## src/hdl/pcs_pkg.sv

```systemverilog
/*
 Package for the program counter, return stack and indirect port block:
 bus offsets, reset values, field positions, opcode kinds and carriers.
 Assumes a single core clock and a 12-bit APB byte address.
*/
package pcs_pkg;

   // ==========================================================
   // Widths and depths
   // ==========================================================
   localparam int PC_W = 13;           // Program counter width
   localparam int TGT_W = 11;          // Branch target bits in the opcode
   localparam int STK_DEPTH = 8;       // Return stack entries
   localparam int STK_PTR_W = 3;       // Return stack pointer width
   localparam int DMEM_DEPTH = 128;    // Data registers behind the port
   localparam int DMEM_IDX_W = 7;      // Data register index width
   localparam int ADDR_W = 12;         // APB address width

   // ==========================================================
   // Register byte offsets
   // ==========================================================
   localparam logic [ADDR_W-1:0] OFS_PC_LOW = 12'h000; // Program counter low
   localparam logic [ADDR_W-1:0] OFS_LATCH = 12'h004;  // High latch
   localparam logic [ADDR_W-1:0] OFS_PTR = 12'h008;    // Indirect pointer
   localparam logic [ADDR_W-1:0] OFS_PORT = 12'h00C;   // Indirect data port
   localparam logic [2:0] OFS_DMEM_TAG = 3'h1;         // Window 0x200-0x3FC

   // ==========================================================
   // Reset values and constants
   // ==========================================================
   localparam logic [PC_W-1:0] PC_RST = 13'h0000;      // Program counter
   localparam logic [PC_W-1:0] PC_STEP = 13'h0001;     // Fetch increment
   localparam logic [PC_W-1:0] IRQ_VECTOR = 13'h0004;  // Interrupt target
   localparam logic [4:0] LATCH_RST = 5'h00;           // High latch
   localparam logic [7:0] PTR_RST = 8'h00;             // Indirect pointer
   localparam logic [7:0] DMEM_RST = 8'h00;            // Data registers
   localparam logic [PC_W-1:0] STK_RST = 13'h0000;     // Stack entries
   localparam logic [STK_PTR_W-1:0] SPTR_RST = 3'h0;   // Stack pointer
   localparam logic [STK_PTR_W-1:0] SPTR_STEP = 3'h1;  // Stack step
   localparam logic [DMEM_IDX_W-1:0] PORT_SELF = 7'h00; // Port's own index
   localparam logic [7:0] PORT_SELF_RD = 8'h00;        // Self-read value
   localparam logic [31:0] RD_ZERO = 32'h0000_0000;    // Read data at reset, base of each answer

   // ==========================================================
   // Field positions
   // ==========================================================
   localparam int LATCH_PAGE_BIT = 3;  // Page select used by branches
   localparam int LATCH_IGN_BIT = 4;   // Stored, unused for paging

   // ==========================================================
   // Opcode kinds from the decoder
   // ==========================================================
   typedef enum logic [2:0] {
      OP_NONE = 3'b000,
      OP_JUMP = 3'b001,
      OP_CALL = 3'b010,
      OP_RET = 3'b011,
      OP_RET_LIT = 3'b100,
      OP_RET_INT = 3'b101,
      OP_IRQ = 3'b110
   } pcs_opk_t;

   // Decoder request
   typedef struct packed {
      logic fetch;                     // An instruction was fetched
      pcs_opk_t kind;                  // Flow change kind
      logic [TGT_W-1:0] target;        // Branch target low bits
   } pcs_op_t;

   // APB request from the master
   typedef struct packed {
      logic psel;
      logic penable;
      logic pwrite;
      logic [ADDR_W-1:0] paddr;
      logic [31:0] pwdata;
   } pcs_apb_t;

endpackage

```

## src/hdl/pcs_core.sv

```systemverilog
/*
 Program counter, page selection, return stack and indirect data port,
 with the registers on an APB slave.
 Assumes the decoder drives op_in on the core clock and the master
 follows APB signalling; no flow change during a low byte write is needed.
*/
// Design decisions made here: the APB interface to the registers and the address map.
`timescale 1ns/1ns
`default_nettype none

module pcs_core import pcs_pkg::*; (
   input wire logic clk_in,
   input wire logic nrst_in,
   input wire pcs_apb_t apb_in,
   output logic [31:0] prdata_out,
   output logic pready_out,
   output logic pslverr_out,
   input wire pcs_op_t op_in,
   output logic [PC_W-1:0] pc_out
);

   // ==========================================================
   // Bus decode
   // ==========================================================
   logic pready_r;                    // Answer flag
   logic pready_nxt;
   logic pslverr_r;                   // Unmapped answer
   logic pslverr_nxt;
   logic [31:0] prdata_r;             // Read data
   logic [31:0] prdata_nxt;
   logic ans;                         // Access phase, answer not yet given
   logic wr_fire;                     // Write takes effect this edge
   logic sel_pc_low, sel_lat, sel_ptr, sel_port, sel_dm;
   logic mapped;
   logic [DMEM_IDX_W-1:0] dm_idx;     // Direct window index

   assign ans = apb_in.psel && apb_in.penable && !pready_r;
   assign wr_fire = apb_in.psel && apb_in.penable && pready_r && apb_in.pwrite;
   assign sel_pc_low = apb_in.paddr == OFS_PC_LOW;
   assign sel_lat = apb_in.paddr == OFS_LATCH;
   assign sel_ptr = apb_in.paddr == OFS_PTR;
   assign sel_port = apb_in.paddr == OFS_PORT;
   assign sel_dm = apb_in.paddr[11:9] == OFS_DMEM_TAG;
   assign mapped = sel_pc_low || sel_lat || sel_ptr || sel_port || sel_dm;
   assign dm_idx = apb_in.paddr[8:2];

   // ==========================================================
   // State
   // ==========================================================
   logic [PC_W-1:0] pc_r;             // Program counter
   logic [PC_W-1:0] pc_nxt;
   logic [4:0] latch_r;               // High latch
   logic [4:0] latch_nxt;
   logic [7:0] ptr_r;                 // Indirect pointer
   logic [7:0] ptr_nxt;
   logic [7:0] dmem_r [DMEM_DEPTH];   // Data registers
   logic [7:0] dmem_nxt [DMEM_DEPTH];
   logic [DMEM_IDX_W-1:0] port_idx;   // Register the port points at
   logic port_self;                   // Pointer names the port itself
   logic [PC_W-1:0] page_tgt;         // Paged branch target
   logic [PC_W-1:0] stk_top;          // Most recent return address
   logic push, pop;
   logic [PC_W-1:0] push_d;
   logic pc_low_wr;                   // Low byte write this edge

   assign port_idx = ptr_r[DMEM_IDX_W-1:0];
   assign port_self = port_idx == PORT_SELF;
   assign pc_low_wr = wr_fire && sel_pc_low;
   // Bit twelve stays zero: latch bit four plays no part in paging
   assign page_tgt = {1'b0, latch_r[LATCH_PAGE_BIT], op_in.target};

   // ==========================================================
   // Return stack
   // ==========================================================
   pcs_stack u_stack (
      .clk_in(clk_in),
      .nrst_in(nrst_in),
      .push_in(push),
      .pop_in(pop),
      .data_in(push_d),
      .top_out(stk_top)
   );

   // ==========================================================
   // Program counter next value
   // ==========================================================
   // Priority: flow change from decoder, then low byte write, then fetch
   always_comb begin
      pc_nxt = pc_r;
      push = 1'b0;
      pop = 1'b0;
      push_d = pc_r;
      case (op_in.kind)
         // Interrupt saves the address not yet executed
         OP_IRQ: begin
            push = 1'b1;
            push_d = pc_r;
            pc_nxt = IRQ_VECTOR;
         end
         // Goto within the selected page
         OP_JUMP: begin
            pc_nxt = page_tgt;
         end
         // Call saves the following address
         OP_CALL: begin
            push = 1'b1;
            push_d = pc_r + PC_STEP;
            pc_nxt = page_tgt;
         end
         // All three returns restore the whole counter
         OP_RET, OP_RET_LIT, OP_RET_INT: begin
            pop = 1'b1;
            pc_nxt = stk_top;
         end
         // No flow change
         default: begin
            if (pc_low_wr) begin
               pc_nxt = {latch_r, apb_in.pwdata[7:0]};
            end else if (op_in.fetch) begin
               pc_nxt = pc_r + PC_STEP;
            end
         end
      endcase
   end

   always_ff @(posedge clk_in) begin
      if (!nrst_in) begin
         pc_r <= PC_RST;
      end else begin
         pc_r <= pc_nxt;
      end
   end

   // ==========================================================
   // Latch and pointer registers
   // ==========================================================
   // Only bus writes touch them; stack traffic never does
   always_comb begin
      latch_nxt = latch_r;
      ptr_nxt = ptr_r;
      if (wr_fire && sel_lat) begin
         latch_nxt = apb_in.pwdata[4:0];
      end
      if (wr_fire && sel_ptr) begin
         ptr_nxt = apb_in.pwdata[7:0];
      end
   end

   always_ff @(posedge clk_in) begin
      if (!nrst_in) begin
         latch_r <= LATCH_RST;
         ptr_r <= PTR_RST;
      end else begin
         latch_r <= latch_nxt;
         ptr_r <= ptr_nxt;
      end
   end

   // ==========================================================
   // Data registers behind the indirect port
   // ==========================================================
   // Port writes land in the pointed entry, never in the port itself
   genvar gi;
   generate
      for (gi = 0; gi < DMEM_DEPTH; gi++) begin : g_dm
         logic hit_dir;   // Direct window write
         logic hit_ind;   // Write through the port
         assign hit_dir = sel_dm && dm_idx == DMEM_IDX_W'(gi);
         assign hit_ind = sel_port && !port_self && port_idx == DMEM_IDX_W'(gi);
         always_comb begin
            dmem_nxt[gi] = dmem_r[gi];
            if (wr_fire && (hit_dir || hit_ind)) begin
               dmem_nxt[gi] = apb_in.pwdata[7:0];
            end
         end
         always_ff @(posedge clk_in) begin
            if (!nrst_in) begin
               dmem_r[gi] <= DMEM_RST;
            end else begin
               dmem_r[gi] <= dmem_nxt[gi];
            end
         end
      end
   endgenerate

   // ==========================================================
   // Bus answer
   // ==========================================================
   // One wait state: answer is prepared the first access cycle
   always_comb begin
      pready_nxt = ans;
      pslverr_nxt = ans && !mapped;
      prdata_nxt = prdata_r;
      if (ans) begin
         prdata_nxt = RD_ZERO;
         if (!apb_in.pwrite) begin
            if (sel_pc_low) begin
               prdata_nxt[7:0] = pc_r[7:0];
            end else if (sel_lat) begin
               prdata_nxt[4:0] = latch_r;
            end else if (sel_ptr) begin
               prdata_nxt[7:0] = ptr_r;
            end else if (sel_port) begin
               prdata_nxt[7:0] = port_self ? PORT_SELF_RD : dmem_r[port_idx];
            end else if (sel_dm) begin
               prdata_nxt[7:0] = dmem_r[dm_idx];
            end
         end
      end
   end

   always_ff @(posedge clk_in) begin
      if (!nrst_in) begin
         pready_r <= 1'b0;
         pslverr_r <= 1'b0;
         prdata_r <= RD_ZERO;
      end else begin
         pready_r <= pready_nxt;
         pslverr_r <= pslverr_nxt;
         prdata_r <= prdata_nxt;
      end
   end

   assign prdata_out = prdata_r;
   assign pready_out = pready_r;
   assign pslverr_out = pslverr_r;
   assign pc_out = pc_r;
endmodule

`default_nettype wire

```

## src/hdl/pcs_stack.sv

```systemverilog
/*
 Circular return-address stack, eight entries of thirteen bits.
 Assumes push and pop are never asked in the same cycle.
*/
`timescale 1ns/1ns
`default_nettype none

module pcs_stack import pcs_pkg::*; (
   input wire logic clk_in,
   input wire logic nrst_in,
   input wire logic push_in,
   input wire logic pop_in,
   input wire logic [PC_W-1:0] data_in,
   output logic [PC_W-1:0] top_out
);

   // ==========================================================
   // Storage
   // ==========================================================
   logic [PC_W-1:0] ent_r [STK_DEPTH];     // Entries
   logic [PC_W-1:0] ent_nxt [STK_DEPTH];   // Entry next values
   logic [STK_PTR_W-1:0] ptr_r;            // Next free slot, hidden
   logic [STK_PTR_W-1:0] ptr_nxt;
   logic [STK_PTR_W-1:0] top_idx;          // Most recent slot

   // Pointer wraps freely, no overflow flag
   always_comb begin
      ptr_nxt = ptr_r;
      if (push_in) begin
         ptr_nxt = ptr_r + SPTR_STEP;
      end else if (pop_in) begin
         ptr_nxt = ptr_r - SPTR_STEP;
      end
   end

   always_ff @(posedge clk_in) begin
      if (!nrst_in) begin
         ptr_r <= SPTR_RST;
      end else begin
         ptr_r <= ptr_nxt;
      end
   end

   // One slot per entry; a push overwrites whatever the slot held
   genvar gi;
   generate
      for (gi = 0; gi < STK_DEPTH; gi++) begin : g_ent
         always_comb begin
            ent_nxt[gi] = ent_r[gi];
            if (push_in && ptr_r == STK_PTR_W'(gi)) begin
               ent_nxt[gi] = data_in;
            end
         end
         always_ff @(posedge clk_in) begin
            if (!nrst_in) begin
               ent_r[gi] <= STK_RST;
            end else begin
               ent_r[gi] <= ent_nxt[gi];
            end
         end
      end
   endgenerate

   // Top of stack for returns
   assign top_idx = ptr_r - SPTR_STEP;
   assign top_out = ent_r[top_idx];
endmodule

`default_nettype wire

```

## config.mk

```make
export PLATFORM = sky130hd
export DESIGN_NAME = pcs_core
export DESIGN_NICKNAME = d
export VERILOG_FILES = /design/src/hdl/pcs_pkg.sv /design/src/hdl/pcs_core.sv /design/src/hdl/pcs_stack.sv
export SDC_FILE = /design/constraint.sdc
export NUM_CORES = 2
export LEC_CHECK = 0
export BUFFER_PORTS_ARGS = -buffer_cell sky130_fd_sc_hd__clkbuf_2
export CORE_MARGIN = 2
export CORE_UTILIZATION = 30
export CTS_BUF_LIST = sky130_fd_sc_hd__clkbuf_4 sky130_fd_sc_hd__clkbuf_8
export DETAILED_ROUTE_END_ITERATION = 8
export MAX_ROUTING_LAYER = met4
export PLACE_DENSITY = 0.41
export SYNTH_ARGS = -nofsm -noshare
export SYNTH_HDL_FRONTEND = slang
export SYNTH_SLANG_ARGS = --single-unit
```

## constraint.sdc

```tcl
create_clock -name clk_in -period 3.91 [get_ports clk_in]
set_input_delay 0.1955 -clock clk_in [delete_from_list [all_inputs] [get_ports clk_in]]
set_output_delay 0.1955 -clock clk_in [all_outputs]
set_load 0.03 [all_outputs]
```

==> flow_summary.json <==
{
  "status": "complete, no violations",
  "drv_cap": 0,
  "port_buffers": 62,
  "synthCells": 4834,
  "drt-total-wl_um": 288000,
  "fin_setup_tns_ns": 0,
  "die-area_um2": 218000,
  "start_util_pct": 30.2,
  "nets": 5268,
  "grt_use_total_pct": 26.8,
  "drt_pass1_iterations": 9,
  "yosysWarnings": 0,
  "grt_pass1_wl_um": 391000,
  "ys_seq_elements": 1174,
  "grt_max_degree": 92,
  "insertion_delay_ns": 1.04,
  "finalClockSkew_ns": 0.0930,
  "path_clk_slew_ns": 0.06,
  "cts_tree": "built",
  "hp-start": "apb_in[42]",
  "synth_ff_type": "edfxtp_1",
  "critPathKind": "flip-flop to flip-flop",
  "vias": 46237,
  "fmax_mhz": 260,
  "power_leakage_nw": 26.1,
  "ir_drop_mv": 0.282,
  "critPathArrivalTime_ns": 4.82,
  "ios": 111,
  "grt_pass1_vias": 45149,
  "power.total_mw": 29.6,
  "worst-path-max-fanout": 24,
  "drt-vias-per-instance": 5.64,
  "critPathLaunchType": "flip-flop",
  "core_um2": 213000,
  "overflow": 0,
  "drt_iter0_drc": 6135,
  "cts_num_sinks": 1174,
  "maxSlewHeadroom_pct": 18.3,
  "die_h_um": 467,
  "netlist_area_um2": 64300,
  "antenna_left": 0,
  "worstPathRequired_ns": 4.89,
  "drv_slew": 0,
  "hold_class": "primary input to flip-flop",
  "end_kind": "flip-flop",
  "drc": 0,
  "seq_area_frac_synth_pct": 54.1,
  "layout-drive-gt1-share_pct": 26.0,
  "synth_edf_count": 1128,
  "power_density_nw_per_um2": 394,
  "root_buffer": "clkbuf_8",
  "finalCriticalPeriod_ns": 3.85,
  "grt_antenna_before_repair": 13,
  "hpwl_um": 204000,
  "synth_cell_type_count": 68,
  "rsz0062_at_grt": "no",
  "syn_to_final_growth_pct": 16.9,
  "synthArstFlopShare_pct": 0,
  "gp_congestion": 1.05,
  "num_rows": 169,
  "finalSetupViolCount": 0,
  "htree_levels": 4,
  "worst_slew_pin_slew_ns": 1.21,
  "clockBufferDepth": 3,
  "die_x_um": 467,
  "syn_area_per_cell_um2": 13.3,
  "wl_per_cell_um": 35.1,
  "cts_buffers": 212,
  "fin_crit_sh_pct": 98.4,
  "hold_viol": 0
}
==> flip-flops by register name, summed over array words and instances, names as in the netlist, named ones only <==
name           count
dmem_r          1024
u_stack.ent_r    104
pc_out            13
prdata_out         8
ptr_r              8
latch_r            5
u_stack.ptr_r      3
pready_out         1
pslverr_out        1
==> Yosys cell counts (5+ instances only) <==
library cell  instances  share of area [%]
a2111oi_0             9               0.12
a211oi_1             18               0.21
a21oi_1             118               0.92
a221oi_1             36               0.49
a222oi_1              7               0.11
a22o_1               18               0.25
a22oi_1             143                1.7
a311oi_1              7              0.095
a31oi_1              17               0.17
a32oi_1               6              0.082
and2_1             1042                 10
and3_1               10              0.097
buf_1                51               0.30
buf_2                73               0.57
buf_4                30               0.35
clkbuf_1            287                1.7
dfxtp_1              46                1.4
edfxtp_1           1128                 53
ha_1                  8               0.16
inv_1                18               0.10
mux2_2               31               0.54
mux2i_1             145                2.3
mux4_2              489                 17
nand2_1             148               0.86
nand2b_1             20               0.19
nand3_1              56               0.44
nand3b_1              8              0.093
nand4_1              17               0.17
nor2_1              375                2.2
nor2b_1              23               0.22
nor3_1               70               0.54
nor4_1               21               0.20
o2111ai_1             5              0.068
o211ai_1              8              0.093
o21ai_0             172                1.3
o221ai_1             26               0.35
o22a_1                5              0.068
o22ai_1              50               0.49
o31ai_1               6              0.070
or2_2                 8              0.078
or3_1                 7              0.068
xnor2_1               6              0.082
xor2_1               19               0.26
==> final cells by class <==
class / instances / area (um2)
Tap cell: 2821 / 3530
Clock buffer: 280 / 3470
Multi-Input combinational cell: 3223 / 27800
Inverter: 19 / 71.3
Fill cell: 21076 / 137000
Clock inverter: 102 / 773
Sequential cell: 1174 / 34800
Timing Repair Buffer: 566 / 4760
Antenna cell: 6 / 15.0
==> final timing paths <==
kind,slack [ns],end,depth (start not counted)
max reg2reg,0.06,prdata_out[5]$_SDFFE_PN0P_,10
max,0.06,prdata_out[5]$_SDFFE_PN0P_,10
min,0.17,latch_r[3]$_SDFFE_PN0P_,6
min reg2reg,0.46,ptr_r[7]$_SDFFE_PN0P_,2
==> logic make-up (layout without fill, tap and decap cells) <==
kind of cell / after synthesis / in the layout / synth area share [%]
compound gates: 678 / 678 / 6.99
xor+xnor: 25 / 25 / 0.340
fa+ha+maj: 8 / 8 / 0.156
buf+inv: 460 / 967 / 3.00
flops: 1174 / 1174 / 54.1
mux: 665 / 665 / 19.9
other cells: 1 / 30 / 0.00583
simple gates: 1823 / 1823 / 15.5
==> power breakdown <==
group          switching (mW)  internal (mW)
clock network            5.78           6.34
logic                    2.01           1.08
registers               0.263           14.2
==> placed cells by master, fill, tap and decap left out, types with 24 or more instances in the layout <==
| cell type | n |
|---|---|
| clkbuf_4 | 62 |
| a22oi_1 | 143 |
| nor3_1 | 69 |
| clkbuf_8 | 218 |
| buf_12 | 38 |
| conb_1 | 24 |
| clkinv_2 | 25 |
| clkinv_1 | 56 |
| mux4_2 | 489 |
| buf_4 | 416 |
| clkbuf_2 | 50 |
| o221ai_1 | 26 |
| nand3_1 | 56 |
| o22ai_1 | 50 |
| dlygate4sd3_1 | 60 |
| mux2_2 | 31 |
| a21oi_1 | 118 |
| dfxtp_1 | 40 |
| and2_1 | 1042 |
| a221oi_1 | 36 |
| nor2_1 | 373 |
| nand2_1 | 147 |
| mux2i_1 | 145 |
| edfxtp_1 | 1128 |
| o21ai_0 | 172 |
==> through the flow <==
stage / instances / instance area, um2 / hold WS, ns / util [%] / worst slack (ns)
after floorplan: 4857 / 64400 / 0.367 / - / 0.316
after global placement: 7739 / 70300 / 0.445 / 33.1 / 0.133
after detailed placement: 7739 / 70300 / 0.448 / 33.1 / 0.146
after CTS: 8181 / 75200 / 0.0221 / 35.3 / 0.0158
after global routing: 8187 / 75200 / 0.109 / 35.4 / 0.0845
final: 8191 / 75200 / 0.174 / 35.4 / 0.0620
==> critical path, cell delays in order (launching register included) <==
cell           delay, ns
dfxtp_4             0.74
buf_12              0.33
buf_12              0.19
buf_12              0.21
mux4_2              0.27
o22ai_1             0.14
o221a_2             0.39
nor4_1              0.58
a311oi_1            0.18
a21oi_1             0.16
dlygate4sd3_1       0.56
==> routing by layer <==
metal | routed length, um | vias to the layer above | GRT usage [%]
met4 | 10900 | 0 | 9.09
met3 | 23300 | 434 | 4.98
li1 | - | 19241 | -
met1 | 125000 | 24356 | 37.0
met2 | 128000 | 2206 | 39.6
met5 | 0 | - | -
==> timing repair <==
| item | in CTS | in global routing |
|---|---|---|
| hold buffers | 60 | 0 |
| setup endpoints to repair | 0 | 1 |
| gates resized for setup | 0 | 0 |
| buffers inserted | 0 | 4 |
| endpoints found under the hold margin | 655 | 0 |
Note: power is estimated with default switching activity, not from simulation.
